[config.mk]
export PLATFORM = sky130hd
export DESIGN_NAME = gfr_gesture_fifo_readout
export DESIGN_NICKNAME = d
export VERILOG_FILES = /design/src/gfr_pkg.sv /design/src/gfr_gesture_fifo_readout.sv /design/src/gfr_skid2.sv
export SDC_FILE = /design/constraint.sdc
export NUM_CORES = 1
export LEC_CHECK = 0
export BUFFER_PORTS_ARGS = -buffer_cell sky130_fd_sc_hd__buf_2
export CAP_MARGIN = 25
export CORE_ASPECT_RATIO = 1.25
export CORE_MARGIN = 3
export CORE_UTILIZATION = 54
export CTS_CLUSTER_DIAMETER = 40
export CTS_CLUSTER_SIZE = 10
export DETAILED_ROUTE_END_ITERATION = 7
export MAX_ROUTING_LAYER = met4
export PLACE_DENSITY = 0.7
export SKIP_LAST_GASP = 1
export SYNTH_ARGS = -nofsm -noshare
export SYNTH_HDL_FRONTEND = slang
export SYNTH_HIERARCHICAL = 1
export SYNTH_SLANG_ARGS = --single-unit
export TNS_END_PERCENT = 100
[constraint.sdc]
create_clock -name clk_i -period 4.9 [get_ports clk_i]
set_input_delay 1.47 -clock clk_i [delete_from_list [all_inputs] [get_ports clk_i]]
set_output_delay 1.47 -clock clk_i [all_outputs]
set_load 0.02 [all_outputs]
[src/gfr_pkg.sv]
// shared constants for the gesture buffer readout block
package gfr_pkg;
  // register byte addresses
  localparam logic [7:0] GFR_LEVEL_ADDR = 8'hae;
  localparam logic [7:0] GFR_STATUS_ADDR = 8'haf;
  localparam logic [7:0] GFR_FORCE_ADDR = 8'he4;
  localparam logic [7:0] GFR_PROX_CLR_ADDR = 8'he5;
  localparam logic [7:0] GFR_LIGHT_CLR_ADDR = 8'he6;
  localparam logic [7:0] GFR_NONGEST_CLR_ADDR = 8'he7;
  localparam logic [7:0] GFR_UP_ADDR = 8'hfc;
  localparam logic [7:0] GFR_DOWN_ADDR = 8'hfd;
  localparam logic [7:0] GFR_LEFT_ADDR = 8'hfe;
  localparam logic [7:0] GFR_RIGHT_ADDR = 8'hff;
  // status field positions
  localparam int GFR_VALID_BIT = 0;
  localparam int GFR_OVERFLOW_BIT = 1;
  // buffer geometry
  localparam int GFR_DEPTH = 32;
  localparam int GFR_PTR_W = 5;
  localparam int GFR_LVL_W = 8;
  localparam int GFR_DS_W = 32;
  localparam logic [GFR_LVL_W-1:0] GFR_LVL_FULL = 8'h20;
  localparam logic [GFR_LVL_W-1:0] GFR_LVL_ZERO = 8'h00;
  localparam logic [GFR_PTR_W-1:0] GFR_PTR_ONE = 5'h01;
  localparam logic [GFR_LVL_W-1:0] GFR_LVL_ONE = 8'h01;
  // byte lanes of a dataset word
  localparam int GFR_UP_LSB = 0;
  localparam int GFR_DOWN_LSB = 8;
  localparam int GFR_LEFT_LSB = 16;
  localparam int GFR_RIGHT_LSB = 24;
  // serial byte framing
  localparam logic [3:0] GFR_BITS_PER_BYTE = 4'h8;
  localparam logic [3:0] GFR_CNT_ONE = 4'h1;
  localparam logic [3:0] GFR_CNT_ZERO = 4'h0;
  localparam logic [7:0] GFR_BYTE_ZERO = 8'h00;
  // target address, arbitrary value
  localparam logic [6:0] GFR_DEF_BUS_ADDR = 7'h2a;
  typedef enum logic [2:0] {
    GFR_ST_IDLE,
    GFR_ST_ADDR,
    GFR_ST_ACK_ADDR,
    GFR_ST_REG,
    GFR_ST_ACK_REG,
    GFR_ST_WDATA,
    GFR_ST_TX,
    GFR_ST_MACK
  } gfr_state_t;
endpackage

[src/gfr_gesture_fifo_readout.sv]
// gesture dataset buffer with serial register target and interrupt clears
// Behaviour
// [RL1] full buffer plus new dataset sets overflow status bit 1, dataset dropped
// [RL2] valid status bit 0 sets when level exceeds fill threshold
// [RL3] valid bit clears when gesture inactive and level is zero
// [RL4] interrupt still high after reading level datasets means new data arrived
// [RL5] interrupt clears use write of register address only, no data byte
// [RL6] address access to 0xe4 forces the interrupt output active
// [RL7] address access to 0xe5 clears pending proximity interrupt
// [RL8] address access to 0xe6 clears pending light interrupt
// [RL9] address access to 0xe7 clears all pending non-gesture interrupts
// [RL10] buffer holds 32 datasets of four bytes: up, down, left, right
// [RL11] when full, keep stored datasets and drop the new one
// [RL12] reads of 0xfc..0xff return up, down, left, right of oldest dataset
// [RL13] single-byte reads and multi-byte page reads both supported
// [RL14] read pointer and level advance only when 0xff byte is read
// [RL15] buffer reads while level is zero return zero
// [RL16] gesture interrupt raised while level exceeds fill threshold
// [RL17] host reads level, then page-reads four times that many bytes
// [RL18] page read wraps from 0xff back to 0xfc
// [RL19] buffer clear empties buffer, clears interrupt, valid, overflow, level
// [RL20] level count is an 8-bit register, one count per dataset
// [RL21] gesture interrupt enable unmasks gesture interrupts onto the output
`timescale 1ns/1ps
module gfr_gesture_fifo_readout
  import gfr_pkg::*;
#(
  parameter logic [6:0] BUS_ADDR = GFR_DEF_BUS_ADDR
) (
  input wire logic clk_i,
  input wire logic rst_n_i,
  // serial bus pins, open drain
  input wire logic scl_i,
  input wire logic sda_i,
  output logic sda_o,
  output logic sda_oe_o,
  // interrupt pin, open drain, enable pulls it low
  output logic irq_oe_o,
  // dataset source
  input wire logic ds_valid_i,
  input wire logic [GFR_DS_W-1:0] ds_data_i,
  output logic ds_ready_o,
  // configuration from neighbouring registers
  input wire logic [GFR_LVL_W-1:0] fill_threshold_i,
  input wire logic gesture_active_i,
  input wire logic gesture_irq_enable_i,
  input wire logic buffer_clear_bit_i,
  // other engines' interrupt events
  input wire logic prox_irq_set_i,
  input wire logic light_irq_set_i,
  output logic prox_irq_pending_o,
  output logic light_irq_pending_o,
  output logic gesture_interrupt_o,
  output logic [GFR_LVL_W-1:0] dataset_level_count_o
);
  logic scl_s1_q, scl_s2_q, scl_s3_q;
  logic sda_s1_q, sda_s2_q, sda_s3_q;
  logic scl_rise, scl_fall, bus_start, bus_stop;
  gfr_state_t state_q;
  logic [3:0] cnt_q;
  logic [7:0] shift_q;
  logic [7:0] tx_q;
  logic [7:0] ptr_q;
  logic rw_q;
  logic nack_q;
  logic [GFR_DS_W-1:0] mem_q [GFR_DEPTH];
  logic [GFR_PTR_W-1:0] wr_ptr_q;
  logic [GFR_PTR_W-1:0] rd_ptr_q;
  logic [GFR_LVL_W-1:0] level_q;
  logic overflow_q;
  logic valid_q;
  logic force_q, prox_q, light_q;
  logic buf_valid;
  logic [GFR_DS_W-1:0] buf_data;
  logic buf_ready;
  logic push, pop, full;
  logic load_en;
  logic [7:0] load_ptr;
  logic reg_done;
  logic gest_irq;
  logic [7:0] status_byte;

  // next register address during a streamed read
  function automatic logic [7:0] next_ptr(input logic [7:0] p);
    if (p == GFR_RIGHT_ADDR) begin
      next_ptr = GFR_UP_ADDR; // RL18
    end else begin
      next_ptr = p + 8'h01;
    end
  endfunction

  // byte returned for a register address
  function automatic logic [7:0] read_byte(input logic [7:0] p,
                                           input logic [GFR_DS_W-1:0] ds,
                                           input logic empty,
                                           input logic [7:0] stat,
                                           input logic [7:0] lvl);
    read_byte = GFR_BYTE_ZERO;
    case (p)
      GFR_UP_ADDR: read_byte = empty ? GFR_BYTE_ZERO : ds[GFR_UP_LSB +: 8]; // RL12 RL15
      GFR_DOWN_ADDR: read_byte = empty ? GFR_BYTE_ZERO : ds[GFR_DOWN_LSB +: 8];
      GFR_LEFT_ADDR: read_byte = empty ? GFR_BYTE_ZERO : ds[GFR_LEFT_LSB +: 8];
      GFR_RIGHT_ADDR: read_byte = empty ? GFR_BYTE_ZERO : ds[GFR_RIGHT_LSB +: 8];
      GFR_STATUS_ADDR: read_byte = stat;
      GFR_LEVEL_ADDR: read_byte = lvl; // RL20
      default: read_byte = GFR_BYTE_ZERO;
    endcase
  endfunction

  // pin synchronisers; stage one feeds only stage two
  always_ff @(posedge clk_i) begin
    if (!rst_n_i) begin
      scl_s1_q <= 1'b1;
      scl_s2_q <= 1'b1;
      scl_s3_q <= 1'b1;
      sda_s1_q <= 1'b1;
      sda_s2_q <= 1'b1;
      sda_s3_q <= 1'b1;
    end else begin
      scl_s1_q <= scl_i;
      scl_s2_q <= scl_s1_q;
      scl_s3_q <= scl_s2_q;
      sda_s1_q <= sda_i;
      sda_s2_q <= sda_s1_q;
      sda_s3_q <= sda_s2_q;
    end
  end

  // edge and frame condition detection on the synchronised pins
  assign scl_rise = scl_s2_q & ~scl_s3_q;
  assign scl_fall = ~scl_s2_q & scl_s3_q;
  assign bus_start = scl_s2_q & scl_s3_q & sda_s3_q & ~sda_s2_q;
  assign bus_stop = scl_s2_q & scl_s3_q & ~sda_s3_q & sda_s2_q;

  // register byte completes on the falling edge after its eighth bit
  assign reg_done = scl_fall && (state_q == GFR_ST_REG) && (cnt_q == GFR_BITS_PER_BYTE);

  // load of a transmit byte, at the start of each read byte
  assign load_en = scl_fall &&
                   (((state_q == GFR_ST_ACK_ADDR) && rw_q) ||
                    ((state_q == GFR_ST_MACK) && !nack_q)); // RL13
  assign load_ptr = (state_q == GFR_ST_ACK_ADDR) ? ptr_q : next_ptr(ptr_q);

  // bus protocol sequencer
  always_ff @(posedge clk_i) begin
    if (!rst_n_i) begin
      state_q <= GFR_ST_IDLE;
      cnt_q <= GFR_CNT_ZERO;
      shift_q <= GFR_BYTE_ZERO;
      rw_q <= 1'b0;
      nack_q <= 1'b0;
    end else if (bus_start) begin
      state_q <= GFR_ST_ADDR; // repeated start allowed anywhere
      cnt_q <= GFR_CNT_ZERO;
    end else if (bus_stop) begin
      state_q <= GFR_ST_IDLE;
    end else begin
      case (state_q)
        GFR_ST_IDLE: begin
          cnt_q <= GFR_CNT_ZERO;
        end
        GFR_ST_ADDR, GFR_ST_REG, GFR_ST_WDATA: begin
          if (scl_rise) begin
            shift_q <= {shift_q[6:0], sda_s2_q};
            cnt_q <= cnt_q + GFR_CNT_ONE;
          end else if (scl_fall && cnt_q == GFR_BITS_PER_BYTE) begin
            cnt_q <= GFR_CNT_ZERO;
            if (state_q == GFR_ST_ADDR) begin
              if (shift_q[7:1] == BUS_ADDR) begin
                rw_q <= shift_q[0];
                state_q <= GFR_ST_ACK_ADDR;
              end else begin
                state_q <= GFR_ST_IDLE; // not ours, wait for next start
              end
            end else begin
              state_q <= GFR_ST_ACK_REG;
            end
          end
        end
        GFR_ST_ACK_ADDR: begin
          if (scl_fall) begin
            state_q <= rw_q ? GFR_ST_TX : GFR_ST_REG;
          end
        end
        GFR_ST_ACK_REG: begin
          if (scl_fall) begin
            state_q <= GFR_ST_WDATA; // data bytes are acked and ignored here
          end
        end
        GFR_ST_TX: begin
          if (scl_rise) begin
            cnt_q <= cnt_q + GFR_CNT_ONE;
          end else if (scl_fall && cnt_q == GFR_BITS_PER_BYTE) begin
            cnt_q <= GFR_CNT_ZERO;
            state_q <= GFR_ST_MACK;
          end
        end
        GFR_ST_MACK: begin
          if (scl_rise) begin
            nack_q <= sda_s2_q;
          end else if (scl_fall) begin
            state_q <= nack_q ? GFR_ST_IDLE : GFR_ST_TX;
          end
        end
        default: begin
          state_q <= GFR_ST_IDLE;
        end
      endcase
    end
  end

  // register pointer: set by the register byte, stepped per read byte
  always_ff @(posedge clk_i) begin
    if (!rst_n_i) begin
      ptr_q <= GFR_BYTE_ZERO;
    end else if (reg_done) begin
      ptr_q <= shift_q;
    end else if (load_en && state_q == GFR_ST_MACK) begin
      ptr_q <= load_ptr; // RL18
    end
  end

  // transmit shifter; data goes out msb first after scl falls
  always_ff @(posedge clk_i) begin
    if (!rst_n_i) begin
      tx_q <= GFR_BYTE_ZERO;
    end else if (load_en) begin
      tx_q <= read_byte(load_ptr, mem_q[rd_ptr_q], level_q == GFR_LVL_ZERO,
                        status_byte, level_q); // RL12
    end else if (scl_fall && state_q == GFR_ST_TX && cnt_q != GFR_BITS_PER_BYTE) begin
      tx_q <= {tx_q[6:0], 1'b0};
    end
  end

  // open-drain data drive: acks and zero bits pull the line low
  assign sda_o = 1'b0;
  assign sda_oe_o = (state_q == GFR_ST_ACK_ADDR) ||
                    (state_q == GFR_ST_ACK_REG) ||
                    ((state_q == GFR_ST_TX) && !tx_q[7]);

  // dataset input buffer; stalls while a clear is applied
  assign buf_ready = ~buffer_clear_bit_i;

  gfr_skid2 #(
    .WIDTH(GFR_DS_W)
  ) u_skid (
    .clk_i(clk_i),
    .rst_n_i(rst_n_i),
    .in_valid_i(ds_valid_i),
    .in_data_i(ds_data_i),
    .in_ready_o(ds_ready_o),
    .out_valid_o(buf_valid),
    .out_data_o(buf_data),
    .out_ready_i(buf_ready)
  );

  assign full = (level_q == GFR_LVL_FULL);
  assign push = buf_valid & buf_ready & ~full; // RL11
  // popping on the right-lane load keeps partial page reads from losing data
  assign pop = load_en && (load_ptr == GFR_RIGHT_ADDR) && (level_q != GFR_LVL_ZERO); // RL14

  // dataset storage, 32 words of four lanes
  always_ff @(posedge clk_i) begin
    if (push) begin
      mem_q[wr_ptr_q] <= buf_data; // RL10
    end
  end

  // pointers and level; clear takes precedence, input is stalled then
  always_ff @(posedge clk_i) begin
    if (!rst_n_i) begin
      wr_ptr_q <= '0;
      rd_ptr_q <= '0;
      level_q <= GFR_LVL_ZERO;
    end else if (buffer_clear_bit_i) begin
      wr_ptr_q <= '0; // RL19
      rd_ptr_q <= '0;
      level_q <= GFR_LVL_ZERO;
    end else begin
      if (push) begin
        wr_ptr_q <= wr_ptr_q + GFR_PTR_ONE;
      end
      if (pop) begin
        rd_ptr_q <= rd_ptr_q + GFR_PTR_ONE; // RL14
      end
      if (push && !pop) begin
        level_q <= level_q + GFR_LVL_ONE; // RL20
      end else if (pop && !push) begin
        level_q <= level_q - GFR_LVL_ONE;
      end
    end
  end

  // overflow flag: sticky until a buffer clear
  always_ff @(posedge clk_i) begin
    if (!rst_n_i) begin
      overflow_q <= 1'b0;
    end else if (buffer_clear_bit_i) begin
      overflow_q <= 1'b0; // RL19
    end else if (buf_valid && buf_ready && full) begin
      overflow_q <= 1'b1; // RL1
    end
  end

  // valid-data flag
  always_ff @(posedge clk_i) begin
    if (!rst_n_i) begin
      valid_q <= 1'b0;
    end else if (level_q > fill_threshold_i && !buffer_clear_bit_i) begin
      valid_q <= 1'b1; // RL2
    end else if (buffer_clear_bit_i) begin
      valid_q <= 1'b0; // RL19
    end else if (!gesture_active_i && level_q == GFR_LVL_ZERO) begin
      valid_q <= 1'b0; // RL3
    end
  end

  // gesture interrupt follows the level, so it stays up if data arrived mid-read
  assign gest_irq = (level_q > fill_threshold_i); // RL16 RL4

  // status byte from its named field positions; the unused upper bits read zero
  always_comb begin
    status_byte = GFR_BYTE_ZERO;
    status_byte[GFR_OVERFLOW_BIT] = overflow_q; // RL1
    status_byte[GFR_VALID_BIT] = valid_q; // RL2
  end

  // other pending interrupts; a set in the clearing cycle wins
  always_ff @(posedge clk_i) begin
    if (!rst_n_i) begin
      force_q <= 1'b0;
      prox_q <= 1'b0;
      light_q <= 1'b0;
    end else begin
      if (reg_done && shift_q == GFR_FORCE_ADDR) begin
        force_q <= 1'b1; // RL6 RL5
      end else if (reg_done && shift_q == GFR_NONGEST_CLR_ADDR) begin
        force_q <= 1'b0; // RL9
      end
      if (prox_irq_set_i) begin
        prox_q <= 1'b1;
      end else if (reg_done && (shift_q == GFR_PROX_CLR_ADDR ||
                                shift_q == GFR_NONGEST_CLR_ADDR)) begin
        prox_q <= 1'b0; // RL7 RL9
      end
      if (light_irq_set_i) begin
        light_q <= 1'b1;
      end else if (reg_done && (shift_q == GFR_LIGHT_CLR_ADDR ||
                                shift_q == GFR_NONGEST_CLR_ADDR)) begin
        light_q <= 1'b0; // RL8 RL9
      end
    end
  end

  // interrupt pin; the gesture source is gated by its enable
  assign irq_oe_o = force_q | prox_q | light_q | (gest_irq & gesture_irq_enable_i); // RL21
  assign prox_irq_pending_o = prox_q;
  assign light_irq_pending_o = light_q;
  assign gesture_interrupt_o = gest_irq;
  assign dataset_level_count_o = level_q;
endmodule // gfr_gesture_fifo_readout

[src/gfr_skid2.sv]
// two-entry valid/ready buffer in front of the dataset store
`timescale 1ns/1ps
module gfr_skid2 #(
  parameter int WIDTH = 32
) (
  input wire logic clk_i,
  input wire logic rst_n_i,
  input wire logic in_valid_i,
  input wire logic [WIDTH-1:0] in_data_i,
  output logic in_ready_o,
  output logic out_valid_o,
  output logic [WIDTH-1:0] out_data_o,
  input wire logic out_ready_i
);
  logic [WIDTH-1:0] mem_q [2];
  logic wr_q;
  logic rd_q;
  logic [1:0] cnt_q;
  logic push;
  logic pop;

  assign in_ready_o = (cnt_q != 2'h2);
  assign out_valid_o = (cnt_q != 2'h0);
  assign out_data_o = mem_q[rd_q];
  assign push = in_valid_i & in_ready_o;
  assign pop = out_valid_o & out_ready_i;

  // storage; entries need no reset, occupancy guards them
  always_ff @(posedge clk_i) begin
    if (push) begin
      mem_q[wr_q] <= in_data_i;
    end
  end

  // pointers and occupancy
  always_ff @(posedge clk_i) begin
    if (!rst_n_i) begin
      wr_q <= 1'b0;
      rd_q <= 1'b0;
      cnt_q <= 2'h0;
    end else begin
      if (push) begin
        wr_q <= ~wr_q;
      end
      if (pop) begin
        rd_q <= ~rd_q;
      end
      if (push && !pop) begin
        cnt_q <= cnt_q + 2'h1;
      end else if (pop && !push) begin
        cnt_q <= cnt_q - 2'h1;
      end
    end
  end
endmodule // gfr_skid2

Yosys cells after proc, flatten, opt, wreduce, memory -nomap -nowiden. Memory sizes are Yosys's and may differ from the RTL's. A register that Yosys moved wholly into a read port is not among the register bits. Cells that the tools add are included.

Eq/ne operators: 40. Bitwise operators: 26. $lt $le $gt $ge: 1. Mux-type cells: 50. Reductions and logical operators: 63. Add/sub/neg operators: 8.

Operators with widths (count): 8-bit two-way mux (12); 8-bit == test (second input constant) (11); 8-bit one-hot mux with 6 select lines (1); 4-bit != test (second input constant) (9); 3-bit two-way mux (11); 1-bit logical AND (24); 2-bit != test (second input constant) (9); 9-bit AND reduction (2); 2-bit nonzero test (9); 1-bit two-way mux (17); 8-bit by 1-bit adder with 8-bit output (second input constant) (2); 3-bit one-hot mux with 5 select lines (1); 3-bit == test (second input constant) (4); 1-bit NOT (12); 1-bit bitwise AND (11); 5-bit by 1-bit adder with 5-bit output (second input constant) (2); 5-bit two-way mux (2); 8-bit by 6-bit == test with 1-bit output (second input constant) (1); 8-bit greater-than comparator (1); 1-bit zero test (8); 8-bit zero test (1); 4-bit two-way mux (2); 4-bit one-hot mux with 2 select lines (1); 4-bit AND reduction (2); other kinds (22) (33).

Flip-flop bits (word level): 66. Logic and storage cells: 215. Input port bits: 50. Output and inout bits: 15. Memories: 2. Memory bits (writable): 1088.

Memories: mem_q (words 32, bits a word 32, rd ports 1, clocked after Yosys merged registers in 1, wr ports 1, RTL line gfr_gesture_fifo_readout.sv:66) `logic [GFR_DS_W-1:0] mem_q [GFR_DEPTH];`; u_skid.mem_q (words 2, bits a word 32, rd ports 1, clocked after Yosys merged registers in 1, wr ports 1, RTL line gfr_skid2.sv:15) `logic [WIDTH-1:0] mem_q [2];`.

Depth between registers and ports, before layout.
Depth in word-level cells: 9. Gate-level depth with buffers: 20. Mapped depth without buffers: 18.

Cells and area by module. Netlist, hierarchy kept.

By module, submodules not included: gfr_gesture_fifo_readout (sequential area each 32090.8 um2, cells an instance 2001, area an instance 42832.3 um2, instances 1); gfr_skid2 (sequential area each 2021.9 um2, cells an instance 124, area an instance 2551.2 um2, instances 1).

Least setup slack after synthesis. No wires, ideal clock.

Path type: in2out. Start: input fill_threshold_i[1]. End: output irq_oe_o. Buffers on the path: 0. Slack: 0.221 ns. Required time: 3.430 ns. Data arrival time: 3.209 ns. Stages on the path: 9. Cell sequence: inv_1 > ha_1 > nor2b_1 > o21a_1 > o21a_1 > o21a_1 > o21bai_1 > a22oi_1 > a2111o_1.

Cells in the longest elaborated chain, start to end: 3.

Ends and longest elaborated chain: from (decl) (RTL line gfr_gesture_fifo_readout.sv:44) `input wire logic [GFR_LVL_W-1:0] fill_threshold_i,`; 8-bit greater-than comparator (RTL line gfr_gesture_fifo_readout.sv:319) `assign gest_irq = (level_q > fill_threshold_i);`; named net gesture_interrupt_o (RTL line gfr_gesture_fifo_readout.sv:53) `output logic gesture_interrupt_o,`; 1-bit bitwise AND (RTL line gfr_gesture_fifo_readout.sv:356) `assign irq_oe_o = force_q | prox_q | light_q | (gest_irq & gesture_irq_enable_i);`; 1-bit bitwise OR (RTL line gfr_gesture_fifo_readout.sv:356); to (decl) (RTL line gfr_gesture_fifo_readout.sv:38) `output logic irq_oe_o,`.

The timed path passes the listed nets, and every way through them passes these cells.

Final worst setup path.
Start: input fill_threshold_i[1]. End: output irq_oe_o.

Cells in the longest elaborated chain, start to end: 3.

Ends and longest elaborated chain (RTL line): 8-bit greater-than comparator (gfr_gesture_fifo_readout.sv:319); 1-bit bitwise AND (gfr_gesture_fifo_readout.sv:356); 1-bit bitwise OR (gfr_gesture_fifo_readout.sv:356).

No other way between the ends.

==> reports/qor_table.md <==
| Stage | Parameter | Reported |
| --- | --- | --- |
| cells and area | Area of combinational cells with multiple inputs | 10900 µm² |
| worst setup path | Worst reg2reg setup slack | 430 ps |
| clocking | Clock sink total | 1160 |
| pwr | Switching share of total power | 22.2% |
| global routing | First-pass GRT wire length | 156 mm |
| worst setup path | Critical R2R Launch | state_q[2] |
| worst setup path | CP endpoint kind | primary output |
| pwr | Combinational share of power | 7.1% |
| synth | Nets in the synthesized netlist | 2200 |
| clocking | Clock Tree Buf Depth | 3 |
| timing | Setup clock skew after layout | 22.2 ps |
| worst hold path | Worst min-delay path class | flop to flop |
| synth | FF+latch count, synth | 1160 |
| detailed routing | Detail-routed net length per standard cell | 30.6 µm |
| timing | Fin. max-slew vios | 0 |
| worst setup path | CP arrival | 3340 ps |
| synth | Number of synthesized flops with an enable pin | 1088 |
| worst hold path | Hold Crit Depth | 1 |
| timing | Sum of negative setup slack | 0 ps |
| synth | Post-synthesis sequential area ratio | 75.2% |
| detailed routing | Via Count | 22300 |
| worst setup path | Type of origin of the critical path | primary input |
| worst setup path | Data required time of the worst path | 3430 ps |
| timing | Total count of hold-check failures in the final report | 0 |
| detailed routing | First-iteration detailed-routing DRC count | 2333 |
| placement | Input/output buffers | 63 |
| cells and area | Number of fillers in the final layout | 5475 |
| worst setup path | Critical R2R Capture | dataset_level_count_o[7] |
| cells and area | Register cell area after layout | 34100 µm² |
| synth | Gate count after technology mapping | 2125 |
| worst setup path | Worst r2r path cells | 17 |
| synth | Leading post-synthesis cells by cell area | edfxtp_1 72%, mux4_2 16%, dfxtp_1 3.2% |
| synth | Async set-or-reset flop fraction in the synthesized netlist | 0% |
| detailed routing | Remaining antenna violation count after routing | 0 |
| floorplan | Core Rows | 118 |
| pwr | LEAKAGE | 16.1 nW |
| detailed routing | Overall routed net length | 106 mm |
| worst setup path | Launch point of the critical path | fill_threshold_i[1] |
| floorplan | Width of the die | 265 µm |
| clocking | Clock tree from TritonCTS | built |
| global routing | Largest net degree at the start of global routing | 64 |
| cells and area | Share of final-layout standard cells stronger than drive strength 1 | 31.1% |
| cells and area | Diode count | 0 |
| timing | Setup repair after global routing missed its margin | no |
| timing | Least-Margin Pin Slew | 964 ps |
| global routing | Via count of the first global-routing pass | 22900 |
| clocking | Number of CTS-inserted buffers | 146 |
| clocking | Reg clk slew, reported paths | 50 ps |
| timing | Post-layout minimum cycle time | 4810 ps |
| pwr | Total power | 0.0232 W |
| cells and area | NumNets Final | 2385 |
| pwr | Highest ir drop seen on vdd | 0.000293 V |
| floorplan | Die H | 330 µm |
| cells and area | Number of non-filler instances in the completed layout | 3455 |
| clocking | Hold Buf Count CTS | 0 |
| run status | Run status | complete, no violations |
| clocking | Clock H-tree levels | 4 |
| worst setup path | Critical Setup Path Class | primary input to primary output |
| clocking | Clock latency of the later-clocked register in the worst-skew pair | 730 ps |
| global routing | Antenna violations before repair | 1 |
| clocking | Post-cts repair resize count | 0 |
| synth | Number of unique standard cell types used by synthesis | 68 |
| placement | GPL Wtd Cong | 0.835 |
| pwr | Net switching component of the power | 0.00514 W |
| cells and area | Area growth, synth to finish | 14.7% |
| job | Number of max-cap violations | 0 |
| synth | Cell Area, Synth | 45400 µm² |
| worst setup path | Critical-path maximum fanout | 2 |
| synth | Most frequently used flop master after synthesis | edfxtp_1 |
| pwr | Portion of total power attributed to sequential cells | 51.2% |
| pwr | P per Cell Area | 445 nW/µm² |
| worst hold path | Sink of the worst hold path | sda_s2_q |
| floorplan | Core area | 83100 µm² |
| floorplan | Ports | 65 |
| clocking | Root cell of the clock tree | clkbuf_16 |
| global routing | All-Layer GR Usage | 25.7% |
| cells and area | End-of-flow core utilization | 62.7% |
| floorplan | Effective utilization at floorplan | 54.6% |
| floorplan | Die area | 87600 µm² |
| synth | Yosys warning total | 6 |
| pwr | Internal power summed over all cells | 0.0180 W |
| detailed routing | Post-detailed-route via-to-cell ratio | 6.46 |
| placement | Placed Instances | 3241 |
| synth | Post-synthesis area per instance | 21.4 µm² |
| synth | Post-synthesis cell type with the largest combined area | edfxtp_1 |
| timing | Setup violators final | 0 |
| pwr | Share of power burned in the clock network | 41.7% |
| clocking | Number of setup buffers added after CTS | 0 |
| global routing | GRT Residual Overflow | 0 |
| timing | Max Clock Freq | 0.208 GHz |
| placement | Post-detailed-placement half-perimeter wirelength | 59.5 mm |
| timing | Share of the clock period used by the worst path after layout | 98.1% |
| timing | Headroom to the max-slew limit | 35.7% |
| detailed routing | Drt drc | 0 |
| worst hold path | Min-delay src | sda_s1_q |
| synth | Proportion of netlist area held by the largest area contributor | 72.0% |
| detailed routing | Initial DRT Pass Iterations | 5 |
Yosys cell counts, types with 3 or more instances:
library cell and n:
o21ai_0 30, inv_1 24, o221ai_1 5, or2_2 4, o211ai_1 4, buf_1 17
nand2b_1 14, nand4_1 9, and3_1 3, a22o_1 6, xor2_1 9, a31oi_1 3
o21a_1 8, buf_2 31, o21ai_1 5, nor2_1 93, mux2_2 43, or3_1 4
nand3b_1 6, nor3_1 12, a22oi_1 3, a21o_1 6, nand3_1 9, and2_1 10
nor2b_1 18, mux2i_1 40, a211oi_1 3, nor3b_1 3, mux4_2 317, clkbuf_1 45
a21oi_1 29, a21boi_0 5, ha_1 24, nor4_1 7, dfxtp_1 72, a221oi_1 7
xnor2_1 13, edfxtp_1 1088, buf_4 11, a41oi_1 3, nand2_1 48
worst max-delay path, stage by stage:
cell and delay [ps]:
buf_2 70, inv_1 40, ha_1 300, nor2b_1 140, o21a_1 170, o21a_1 170, o21a_1 170, o21bai_1 180
a22oi_2 90, a2111o_1 380, buf_4 170
final cells by class:
cell class              instances  area share [%]
flip-flops and latches       1160            65.5
multi-input cells             835            21.0
clock buffers                 177            7.59
well taps                    1080            2.59
repair buffers                143            2.43
clock inverters                36           0.687
inverters                      24           0.173
flip-flops by register name, indices dropped and copies added, names as in the netlist, 5 cells and up, named ones only:
name / flops
dataset_level_count_o: 8
mem_q: 1024
ptr_q: 8
rd_ptr_q: 5
shift_q: 8
tx_q: 8
u_skid/mem_q: 64
wr_ptr_q: 5
how the worst max path moves through the flow:
| stage | endpoint | cells after the start | slack [ps] |
|---|---|---|---|
| final | irq_oe_o | 11 | 90 |
| after global routing | irq_oe_o | 11 | 2 |
| after CTS | irq_oe_o | 11 | 80 |
| after detailed placement | irq_oe_o | 11 | 90 |
| after global placement | irq_oe_o | 11 | 100 |
| after floorplan | irq_oe_o | 9 | 220 |
placed cells by master (no fill, tap or decap), types with 5 or more instances in the layout:
master / count
nand2b_1: 14
dfxtp_1: 65
clkinv_2: 6
nand2_1: 48
nand3b_1: 6
o21ai_1: 5
o221ai_1: 5
buf_4: 54
a22o_1: 6
a21oi_1: 29
xor2_1: 9
a21o_1: 6
nor2_1: 62
o21a_1: 8
mux4_2: 317
clkbuf_1: 22
mux2i_1: 40
nor3_1: 12
xnor2_1: 13
ha_1: 24
and2_1: 10
a21boi_0: 5
edfxtp_1: 1088
clkinv_1: 9
nand3_1: 9
clkinvlp_4: 5
nor2_4: 31
o21ai_0: 30
nor2b_1: 18
inv_6: 6
clkbuf_16: 154
mux2_2: 43
a221oi_1: 7
buf_12: 26
nand4_1: 9
nor4_1: 7
inv_1: 22
buf_2: 62
per-stage QoR:
step | hold WS [ps] | worst slack, ps | instance area [µm²]
after floorplan | 386 | 221 | 45400
after global placement | 404 | 98.6 | 47700
after detailed placement | 396 | 92.0 | 47700
after CTS | 414 | 79.8 | 52000
after global routing | 433 | 2.31 | 52100
final | 410 | 92.9 | 52100
layer usage:
metal	up-vias	GRT usage [%]	routed length, µm
li1	9198	-	-
met1	11900	33.5	39700
met2	1022	41.7	54100
met3	185	4.99	9040
met4	0	7.70	2760
met5	-	-	0
power by group through the flow:
stage               Sequential [W]  Combinational (W)  Clock [W]
finish                      0.0119            0.00165    0.00966
global route                0.0119            0.00183     0.0102
CTS                         0.0119            0.00165    0.00981
detailed placement          0.0121            0.00165          0
global placement            0.0121            0.00155          0
floorplan                   0.0120            0.00105          0
cell families after synthesis:
family | count (synthesis) | share of synthesized area [%]
AOI/OAI and AO/OA | 133 | 1.94
xor gates and xnor gates | 22 | 0.425
adders and majority gates | 25 | 0.706
buffers and inverters | 130 | 1.28
DFF | 1160 | 75.2
muxes | 402 | 17.7
other | 1 | 0.00826
and+or+nand+nor | 252 | 2.75
No activity file was read; power rests on OpenSTA's default activity.
